<file path="config.mk">
export PLATFORM = sky130hd
export DESIGN_NAME = slc_sleep_controller
export DESIGN_NICKNAME = d
export VERILOG_FILES = /design/src/slc_pkg.sv /design/src/slc_sleep_controller.sv /design/src/slc_sync.sv /design/src/slc_wake_timer.sv
export SDC_FILE = /design/constraint.sdc
export NUM_CORES = 1
export LEC_CHECK = 0
export BUFFER_PORTS_ARGS = -buffer_cell sky130_fd_sc_hd__buf_4
export CAP_MARGIN = 10
export CORE_MARGIN = 2
export CORE_UTILIZATION = 53
export DETAILED_ROUTE_END_ITERATION = 16
export PLACE_DENSITY = 0.78
export SYNTH_ARGS = -nofsm -noshare
export SYNTH_HDL_FRONTEND = slang
export SYNTH_HIERARCHICAL = 1
export SYNTH_SLANG_ARGS = --single-unit
</file>
<file path="constraint.sdc">
create_clock -name clk -period 2.7 [get_ports clk]
set_input_delay 0.405 -clock clk [delete_from_list [all_inputs] [get_ports clk]]
set_output_delay 0.405 -clock clk [all_outputs]
set_load 0.01 [all_outputs]
</file>
<file path="src/slc_pkg.sv">
// Package of constants, types and states for the sleep mode controller
package slc_pkg;

  // ----------------------------------------
  // Register map
  // ----------------------------------------
  localparam logic [3:0] SLEEP_CONTROL_OFS = 4'h0;
  localparam logic [3:0] STATUS_OFS        = 4'h1;
  localparam logic [3:0] MASK_OFS          = 4'h2;
  localparam logic [3:0] STATE_OFS         = 4'h3;
  localparam logic [7:0] SLEEP_CONTROL_RST = 8'h00;
  localparam int         ENABLE_BIT        = 0;
  localparam int         MODE_LSB          = 1;
  localparam int         MODE_MSB          = 2;
  localparam int         EVT_WIDTH         = 3;
  localparam int         EVT_WAKE_IRQ      = 0;
  localparam int         EVT_WAKE_DEBUG    = 1;
  localparam int         EVT_BOD_STRETCH   = 2;

  // ----------------------------------------
  // Modes and timing
  // ----------------------------------------
  localparam logic [1:0] MODE_IDLE       = 2'h0;
  localparam logic [1:0] MODE_STANDBY    = 2'h1;
  localparam logic [1:0] MODE_POWER_DOWN = 2'h2;
  localparam logic [1:0] MODE_RESERVED   = 2'h3;
  localparam logic [1:0] BOD_WAIT_CFG    = 2'h3;
  localparam int         WAKE_CYCLES     = 6;
  localparam int         WAKE_SRC_WIDTH  = 10;

  typedef enum logic [2:0] {
    ST_ACTIVE,
    ST_SLEEP,
    ST_OSC_WAIT,
    ST_WAKE_COUNT,
    ST_BOD_WAIT
  } slc_state_t;

  // Synchronised wake-up requests
  typedef struct packed {
    logic pin_change;
    logic two_wire_match;
    logic serial_frame;
    logic touch_controller;
    logic rtc_other;
    logic periodic_interrupt_timer;
    logic capture_timer;
    logic voltage_level_monitor;
    logic custom_logic;
    logic other_irq;
  } slc_wake_t;

  // Per-peripheral run_in_standby settings
  typedef struct packed {
    logic serial_frame;
    logic touch_controller;
    logic rtc;
    logic capture_timer;
  } slc_standby_t;

endpackage

</file>
<file path="src/slc_sleep_controller.sv">
// Sleep mode controller: register, sleep sequencing, wake-up and clock gating
//
// Decided for this implementation: the plain strobed port.
`timescale 1ns/1ns
module slc_sleep_controller (
  input  wire logic                 clk,
  input  wire logic                 reset_n,
  input  wire logic [3:0]           reg_addr,
  input  wire logic [7:0]           reg_wdata,
  input  wire logic                 reg_wr,
  input  wire logic                 reg_rd,
  output logic      [7:0]           reg_rdata,
  input  wire logic                 sleep_instr,
  input  wire slc_pkg::slc_wake_t   wake_req,
  input  wire slc_pkg::slc_standby_t run_in_standby,
  input  wire logic [1:0]           bod_active_cfg,
  input  wire logic                 bod_ready,
  input  wire logic                 main_osc_ready,
  input  wire logic                 ulp_used,
  input  wire logic                 debug_break,
  output logic                      cpu_run,
  output logic                      main_osc_en,
  output logic                      ulp_osc_en,
  output logic                      rtc_clk_en,
  output logic                      irq
);
  slc_pkg::slc_state_t state_reg;
  slc_pkg::slc_state_t state_next;
  slc_pkg::slc_wake_t  wake_s;
  logic [1:0] mode_reg;
  logic [1:0] mode_next;
  logic       enable_reg;
  logic       enable_next;
  logic [1:0] sleep_mode_reg;
  logic [1:0] sleep_mode_next;
  logic [slc_pkg::EVT_WIDTH-1:0] status_reg;
  logic [slc_pkg::EVT_WIDTH-1:0] status_next;
  logic [slc_pkg::EVT_WIDTH-1:0] mask_reg;
  logic [slc_pkg::EVT_WIDTH-1:0] mask_next;
  logic [slc_pkg::EVT_WIDTH-1:0] events;
  logic [7:0] rdata_next;
  logic       cpu_run_next;
  logic       main_osc_next;
  logic       ulp_next;
  logic       rtc_next;
  logic       irq_next;
  logic       bod_s;
  logic       osc_s;
  logic       dbg_s;
  logic       wake_ok;
  logic       timer_start;
  logic       timer_done;
  logic       bod_hold;
  logic       wr_ctrl;
  logic       wr_status;
  logic       wr_mask;

  // ----------------------------------------
  // Input synchronisers and wake timer
  // ----------------------------------------
  slc_sync #(
    .WIDTH (slc_pkg::WAKE_SRC_WIDTH)
  ) u_wake_sync (
    .clk      (clk),
    .reset_n  (reset_n),
    .async_in (wake_req),
    .sync_out (wake_s)
  );

  slc_sync #(
    .WIDTH (3)
  ) u_ctl_sync (
    .clk      (clk),
    .reset_n  (reset_n),
    .async_in ({bod_ready, main_osc_ready, debug_break}),
    .sync_out ({bod_s, osc_s, dbg_s})
  );

  slc_wake_timer #(
    .CYCLES (slc_pkg::WAKE_CYCLES)
  ) u_timer (
    .clk     (clk),
    .reset_n (reset_n),
    .start   (timer_start),
    .done    (timer_done)
  );

  // ----------------------------------------
  // Wake qualification
  // ----------------------------------------
  always_comb begin
    wake_ok = 1'b0;
    if (wake_s.pin_change || wake_s.two_wire_match) begin
      wake_ok = 1'b1;
    end
    case (sleep_mode_reg)
      slc_pkg::MODE_IDLE: begin
        wake_ok = wake_ok || (|wake_s);
      end
      slc_pkg::MODE_STANDBY: begin
        wake_ok = wake_ok
          || (wake_s.serial_frame && run_in_standby.serial_frame)
          || (wake_s.touch_controller && run_in_standby.touch_controller)
          || ((wake_s.rtc_other || wake_s.periodic_interrupt_timer) && run_in_standby.rtc)
          || (wake_s.capture_timer && run_in_standby.capture_timer)
          || wake_s.voltage_level_monitor || wake_s.custom_logic;
      end
      slc_pkg::MODE_POWER_DOWN: begin
        wake_ok = wake_ok || wake_s.periodic_interrupt_timer
          || wake_s.voltage_level_monitor || wake_s.custom_logic;
      end
      default: begin
        wake_ok = wake_ok;
      end
    endcase
  end

  // ----------------------------------------
  // Sleep sequencer
  // ----------------------------------------
  always_comb begin
    state_next      = state_reg;
    sleep_mode_next = sleep_mode_reg;
    timer_start     = 1'b0;
    bod_hold        = 1'b0;
    events          = '0;
    case (state_reg)
      slc_pkg::ST_ACTIVE: begin
        if (sleep_instr && enable_reg && (mode_reg != slc_pkg::MODE_RESERVED)) begin
          state_next      = slc_pkg::ST_SLEEP;
          sleep_mode_next = mode_reg;
        end
      end
      slc_pkg::ST_SLEEP: begin
        if (wake_ok || dbg_s) begin
          events[slc_pkg::EVT_WAKE_IRQ]   = wake_ok;
          events[slc_pkg::EVT_WAKE_DEBUG] = dbg_s;
          if ((sleep_mode_reg == slc_pkg::MODE_IDLE) || (main_osc_en && osc_s)) begin
            state_next  = slc_pkg::ST_WAKE_COUNT;
            timer_start = 1'b1;
          end else begin
            state_next = slc_pkg::ST_OSC_WAIT;
          end
        end
      end
      slc_pkg::ST_OSC_WAIT: begin
        if (osc_s) begin
          state_next  = slc_pkg::ST_WAKE_COUNT;
          timer_start = 1'b1;
        end
      end
      slc_pkg::ST_WAKE_COUNT: begin
        if (timer_done) begin
          bod_hold = (bod_active_cfg == slc_pkg::BOD_WAIT_CFG) && !bod_s;
          events[slc_pkg::EVT_BOD_STRETCH] = bod_hold;
          state_next = bod_hold ? slc_pkg::ST_BOD_WAIT : slc_pkg::ST_ACTIVE;
        end
      end
      slc_pkg::ST_BOD_WAIT: begin
        if (bod_s) begin
          state_next = slc_pkg::ST_ACTIVE;
        end
      end
      default: begin
        state_next = slc_pkg::ST_ACTIVE;
      end
    endcase
  end

  // ----------------------------------------
  // Register file
  // ----------------------------------------
  always_comb begin
    wr_ctrl     = reg_wr && (reg_addr == slc_pkg::SLEEP_CONTROL_OFS);
    wr_status   = reg_wr && (reg_addr == slc_pkg::STATUS_OFS);
    wr_mask     = reg_wr && (reg_addr == slc_pkg::MASK_OFS);
    mode_next   = mode_reg;
    enable_next = enable_reg;
    mask_next   = mask_reg;
    if (wr_ctrl) begin
      mode_next   = reg_wdata[slc_pkg::MODE_MSB:slc_pkg::MODE_LSB];
      enable_next = reg_wdata[slc_pkg::ENABLE_BIT];
    end
    if (wr_mask) begin
      mask_next = reg_wdata[slc_pkg::EVT_WIDTH-1:0];
    end
    // Set wins over write-one-to-clear
    status_next = status_reg;
    if (wr_status) begin
      status_next = status_reg & ~reg_wdata[slc_pkg::EVT_WIDTH-1:0];
    end
    status_next = status_next | events;
    rdata_next  = 8'h00;
    if (reg_rd) begin
      if (reg_addr == slc_pkg::SLEEP_CONTROL_OFS) begin
        rdata_next = {5'h00, mode_reg, enable_reg};
      end else if (reg_addr == slc_pkg::STATUS_OFS) begin
        rdata_next = {5'h00, status_reg};
      end else if (reg_addr == slc_pkg::MASK_OFS) begin
        rdata_next = {5'h00, mask_reg};
      end else if (reg_addr == slc_pkg::STATE_OFS) begin
        rdata_next = {3'h0, sleep_mode_reg, state_reg};
      end else begin
        rdata_next = 8'h00;
      end
    end
  end

  // ----------------------------------------
  // Output decode
  // ----------------------------------------
  always_comb begin
    cpu_run_next  = (state_next == slc_pkg::ST_ACTIVE);
    main_osc_next = 1'b1;
    ulp_next      = 1'b1;
    rtc_next      = 1'b1;
    if (state_next == slc_pkg::ST_SLEEP) begin
      // Standby keeps clock if any peripheral runs
      if (sleep_mode_next == slc_pkg::MODE_STANDBY) begin
        main_osc_next = |run_in_standby;
        rtc_next      = run_in_standby.rtc;
      end else if (sleep_mode_next == slc_pkg::MODE_POWER_DOWN) begin
        main_osc_next = 1'b0;
        ulp_next      = ulp_used;
        rtc_next      = ulp_used;
      end
    end
    irq_next = |(status_next & mask_next);
  end

  always_ff @(posedge clk or negedge reset_n) begin
    if (!reset_n) begin
      state_reg      <= slc_pkg::ST_ACTIVE;
      sleep_mode_reg <= slc_pkg::MODE_IDLE;
      mode_reg       <= slc_pkg::SLEEP_CONTROL_RST[slc_pkg::MODE_MSB:slc_pkg::MODE_LSB];
      enable_reg     <= slc_pkg::SLEEP_CONTROL_RST[slc_pkg::ENABLE_BIT];
      status_reg     <= '0;
      mask_reg       <= '0;
      reg_rdata      <= 8'h00;
      cpu_run        <= 1'b1;
      main_osc_en    <= 1'b1;
      ulp_osc_en     <= 1'b1;
      rtc_clk_en     <= 1'b1;
      irq            <= 1'b0;
    end else begin
      state_reg      <= state_next;
      sleep_mode_reg <= sleep_mode_next;
      mode_reg       <= mode_next;
      enable_reg     <= enable_next;
      status_reg     <= status_next;
      mask_reg       <= mask_next;
      reg_rdata      <= rdata_next;
      cpu_run        <= cpu_run_next;
      main_osc_en    <= main_osc_next;
      ulp_osc_en     <= ulp_next;
      rtc_clk_en     <= rtc_next;
      irq            <= irq_next;
    end
  end

  function automatic slc_pkg::slc_wake_t slc_wake_only_rtc();
    slc_pkg::slc_wake_t w;
    w = '0;
    w.rtc_other = 1'b1;
    return w;
  endfunction
endmodule // slc_sleep_controller

</file>
<file path="src/slc_sync.sv">
// Two flip-flop synchroniser, one stage pair per bit
`timescale 1ns/1ns
module slc_sync #(
  parameter int WIDTH = 1
) (
  input  wire logic             clk,
  input  wire logic             reset_n,
  input  wire logic [WIDTH-1:0] async_in,
  output logic      [WIDTH-1:0] sync_out
);
  logic [WIDTH-1:0] meta_reg;

  // ----------------------------------------
  // Per-bit stages
  // ----------------------------------------
  for (genvar i = 0; i < WIDTH; i++) begin : g_bit
    always_ff @(posedge clk or negedge reset_n) begin
      if (!reset_n) begin
        meta_reg[i] <= 1'b0;
        sync_out[i] <= 1'b0;
      end else begin
        meta_reg[i] <= async_in[i];
        sync_out[i] <= meta_reg[i];
      end
    end
  end
endmodule // slc_sync

</file>
<file path="src/slc_wake_timer.sv">
// Down counter that times the wake-up latency
`timescale 1ns/1ns
module slc_wake_timer #(
  parameter int CYCLES = slc_pkg::WAKE_CYCLES
) (
  input  wire logic clk,
  input  wire logic reset_n,
  input  wire logic start,
  output logic      done
);
  localparam int CW = $clog2(CYCLES + 1);
  localparam logic [CW-1:0] LOAD = CW'(CYCLES);
  localparam logic [CW-1:0] ONE  = CW'(1);
  logic [CW-1:0] cnt_reg;
  logic [CW-1:0] cnt_next;

  // ----------------------------------------
  // Count
  // ----------------------------------------
  always_comb begin
    cnt_next = cnt_reg;
    if (start) begin
      cnt_next = LOAD;
    end else if (cnt_reg != '0) begin
      cnt_next = cnt_reg - ONE;
    end
  end

  always_ff @(posedge clk or negedge reset_n) begin
    if (!reset_n) begin
      cnt_reg <= '0;
    end else begin
      cnt_reg <= cnt_next;
    end
  end

  assign done = (cnt_reg == ONE);
endmodule // slc_wake_timer

</file>
==> flow_metrics.tcl <==
set metrics [dict create \
    dr.max_layer_used "met4" \
    worst_path_largest_cell_delay_ns 0.62 \
    clock-sinks 53 \
    root_buffer "clkbuf_8" \
    cts_resized 0 \
    dpl.cell_count 272 \
    grt_max_degree 54 \
    initial_core_util 0.556 \
    end_kind "flip-flop" \
    hold_viol 0 \
    n_antenna_cell 0 \
    synthXorXnorAreaFrac 0 \
    fin_crit_sh 0.887 \
    vdd_drop_max_uv 477 \
    drt-met1-wl_um 1850 \
    rows 23 \
    timing.rr.start "sleep_mode_reg[0]" \
    final.min_clock_period_ns 2.39 \
    rsz0062_at_grt "no" \
    critPathKind "flip-flop to flip-flop" \
    synth_ff_type "dfrtp_1" \
    seq_area_frac_synth 0.590 \
    ys_ff_latch 53 \
    route.met3.wl_um 169 \
    start_kind "flip-flop" \
    tightest_slew_ns 0.688 \
    avgRoutedWirePerCell_um 14.3 \
    path_cells "inv_1 > ha_1 > a21oi_1 > nand4_1 > a311o_2 > a21oi_1 > o32ai_1 > nor2b_1 > mux2_4" \
    cts_buffers 5 \
    cp_max_fo 6 \
    area_growth_pct 19.1 \
    fin_tns_setup_ns 0 \
    first_pass_iters 4 \
    cts_tree "done" \
    r2r-end "u_timer/cnt_reg[0]" \
    syn_inst 184 \
    p_leak_uw 0.00124 \
    coreArea_um2 4060 \
    hold_buffers 0 \
    dieArea_um2 4790 \
    clk_path_buf_depth 2 \
    setup_ws_ns 0.305 \
    h-tree-depth 2 \
    cp_common_cell "a21oi_1" \
    fin_cells 280 \
    grt_usage 0.185 \
    path_depth 9 \
    dp_slack_ns 0.334 \
    grt_pass1_wl_um 6980 \
    ys_types 52 \
    status "completed" \
    drc 0 \
    postSynthAreaPerCell_um2 12.3 \
    synthAdderAreaFrac 0.0333 \
    wl_met2_um 1910 \
    grt-ovfl-total 0 \
    clkSlewWorstSetupHoldPaths_ns 0.09 \
    ioPinCount 50 \
    worstSkewPairLatency_ns 0.30 \
    ant_nets 0 \
    fmax_mhz 418 \
    drtIter0Drc 101 \
    port_buffers 41 \
    fin_nets 272 \
    fp.dieH_um 69.2 \
    ys_warn_count 6 \
    synthArstFlopShare 1.00 \
    gp_congestion 0.825 \
    slowest_stage "o32ai_1" \
    vias 1493 \
    drive_gt1_frac 0.291 \
    setup-violations-final 0 \
    synth_area_um2 2260 \
    cp_num_buf_inv 1 \
    fin_skew_ns 0.00636 \
    drv_slew 0 \
    worst-r2r-cell-count 9 \
    cts_setup_buffers 0 \
    r2r_setup_slack_ns 0.31 \
    powerDensity_nw_per_um2 780 \
    maxCapViolCount 0 \
    arrival_ns 2.58 \
    synthMuxAreaShare 0.0571 \
    antenna_found_initial 0 \
    critPathTopFamily "compound AO/OA/AOI/OAI gates" \
    hold_path_class "primary input to async pin" \
    hpwlAfterDp_um 3030 \
    critPathRequiredTime_ns 2.89 \
    totalWireLength_um 4000 \
    fp.dieW_um 69.2 \
    synth_top_family_by_area "simple AND/OR/NAND/NOR gates" \
    grt_pass1_vias 1551 \
    synth_edf_count 0 \
    yosys.area_share.simple 0.168 \
    avgViaCountPerCell 5.33 \
    synth_compound_area_frac 0.117 \
    relSlewSlack 0.540 \
]
## stage by stage
step           power, uW  utilization  cell area (um2)  hold slack [ns]
2_1_floorplan       1490            -             2260            0.109
3_3_place_gp        1670        0.641             2600            0.332
3_5_place_dp        1690        0.641             2600            0.335
4_1_cts             2120        0.662             2690            0.141
5_1_grt             2250        0.662             2690            0.179
6_report            2090        0.662             2690            0.132
## power breakdown
group          switching (uW)  leakage (uW)  internal, uW  total [uW]
Combinational             330      0.000573           304         633
Clock                     234     0.0000424           185         419
Sequential                114      0.000628           928        1040
Total                     677       0.00124          1420        2090
## cell type report
class,instances,area (um2)
fillers,309,1370
flip-flops and latches,53,1330
multi-input cells,117,858
repair buffers,41,308
clock buffers,7,76.3
well taps,50,62.6
inverters,11,41.3
clock inverters,1,8.76
## per-layer routing
| layer | vias to the layer above | global-route usage |
|---|---|---|
| li1 | 733 | - |
| met4 | 0 | 0.0719 |
| met3 | 6 | 0.0465 |
| met5 | - | 0 |
| met1 | 719 | 0.248 |
| met2 | 35 | 0.291 |
## worst max-delay path by stage
stage                    endpoint         startpoint  slack [ns]
2_1_floorplan  u_timer/cnt_reg[0]  sleep_mode_reg[0]        0.70
3_3_place_gp   u_timer/cnt_reg[0]  sleep_mode_reg[0]        0.42
3_5_place_dp   u_timer/cnt_reg[0]  sleep_mode_reg[0]        0.33
4_1_cts        u_timer/cnt_reg[0]  sleep_mode_reg[0]        0.31
5_1_grt        u_timer/cnt_reg[0]  sleep_mode_reg[0]        0.12
6_report       u_timer/cnt_reg[0]  sleep_mode_reg[0]        0.31
## cell families after synthesis
| logic type | after synthesis |
|---|---|
| multiplexers | 12 |
| AND/OR/NAND/NOR | 62 |
| buffers and inverters | 16 |
| adder cells (fa/ha/maj) | 6 |
| flip-flops | 53 |
| other | 1 |
| AO/OA/AOI/OAI | 34 |
## placed cells by master, fill, tap and decap left out, types with 2 or more instances in the layout
cell type / synthesis / final
a22o_1: 2 / 2
mux2_2: 3 / 3
ha_1: 6 / 6
buf_4: 3 / 41
and3_2: 2 / 2
a31oi_1: 3 / 3
dfstp_2: 4 / 4
and2_1: 5 / 5
mux2i_1: 8 / 8
a211oi_1: 2 / 2
nand3_1: 3 / 3
clkbuf_8: 0 / 5
nand4_1: 4 / 4
nor2_1: 9 / 9
clkbuf_1: 0 / 2
dfrtp_1: 49 / 49
nand2_1: 13 / 13
o22ai_1: 3 / 3
a21oi_1: 5 / 5
nand2b_1: 3 / 3
nor3_1: 4 / 4
o21ai_1: 2 / 2
conb_1: 1 / 3
nor2b_1: 6 / 6
a22oi_1: 2 / 2
o21ai_0: 3 / 3
inv_1: 11 / 11
## cells in the mapped netlist (3+ instances only)
master / number / area (um2)
nor2_1: 9 / 33.8
buf_4: 3 / 22.5
nand2b_1: 3 / 18.8
ha_1: 6 / 75.1
nand3_1: 3 / 15.0
a31oi_1: 3 / 18.8
dfrtp_1: 49 / 1230
dfstp_2: 4 / 105
a21oi_1: 5 / 25.0
nand2_1: 13 / 48.8
nor2b_1: 6 / 37.5
o21ai_0: 3 / 15.0
nand4_1: 4 / 25.0
mux2_2: 3 / 33.8
and2_1: 5 / 31.3
o22ai_1: 3 / 18.8
mux2i_1: 8 / 80.1
inv_1: 11 / 41.3
nor3_1: 4 / 20.0
Power figures use the tool's default switching activity.
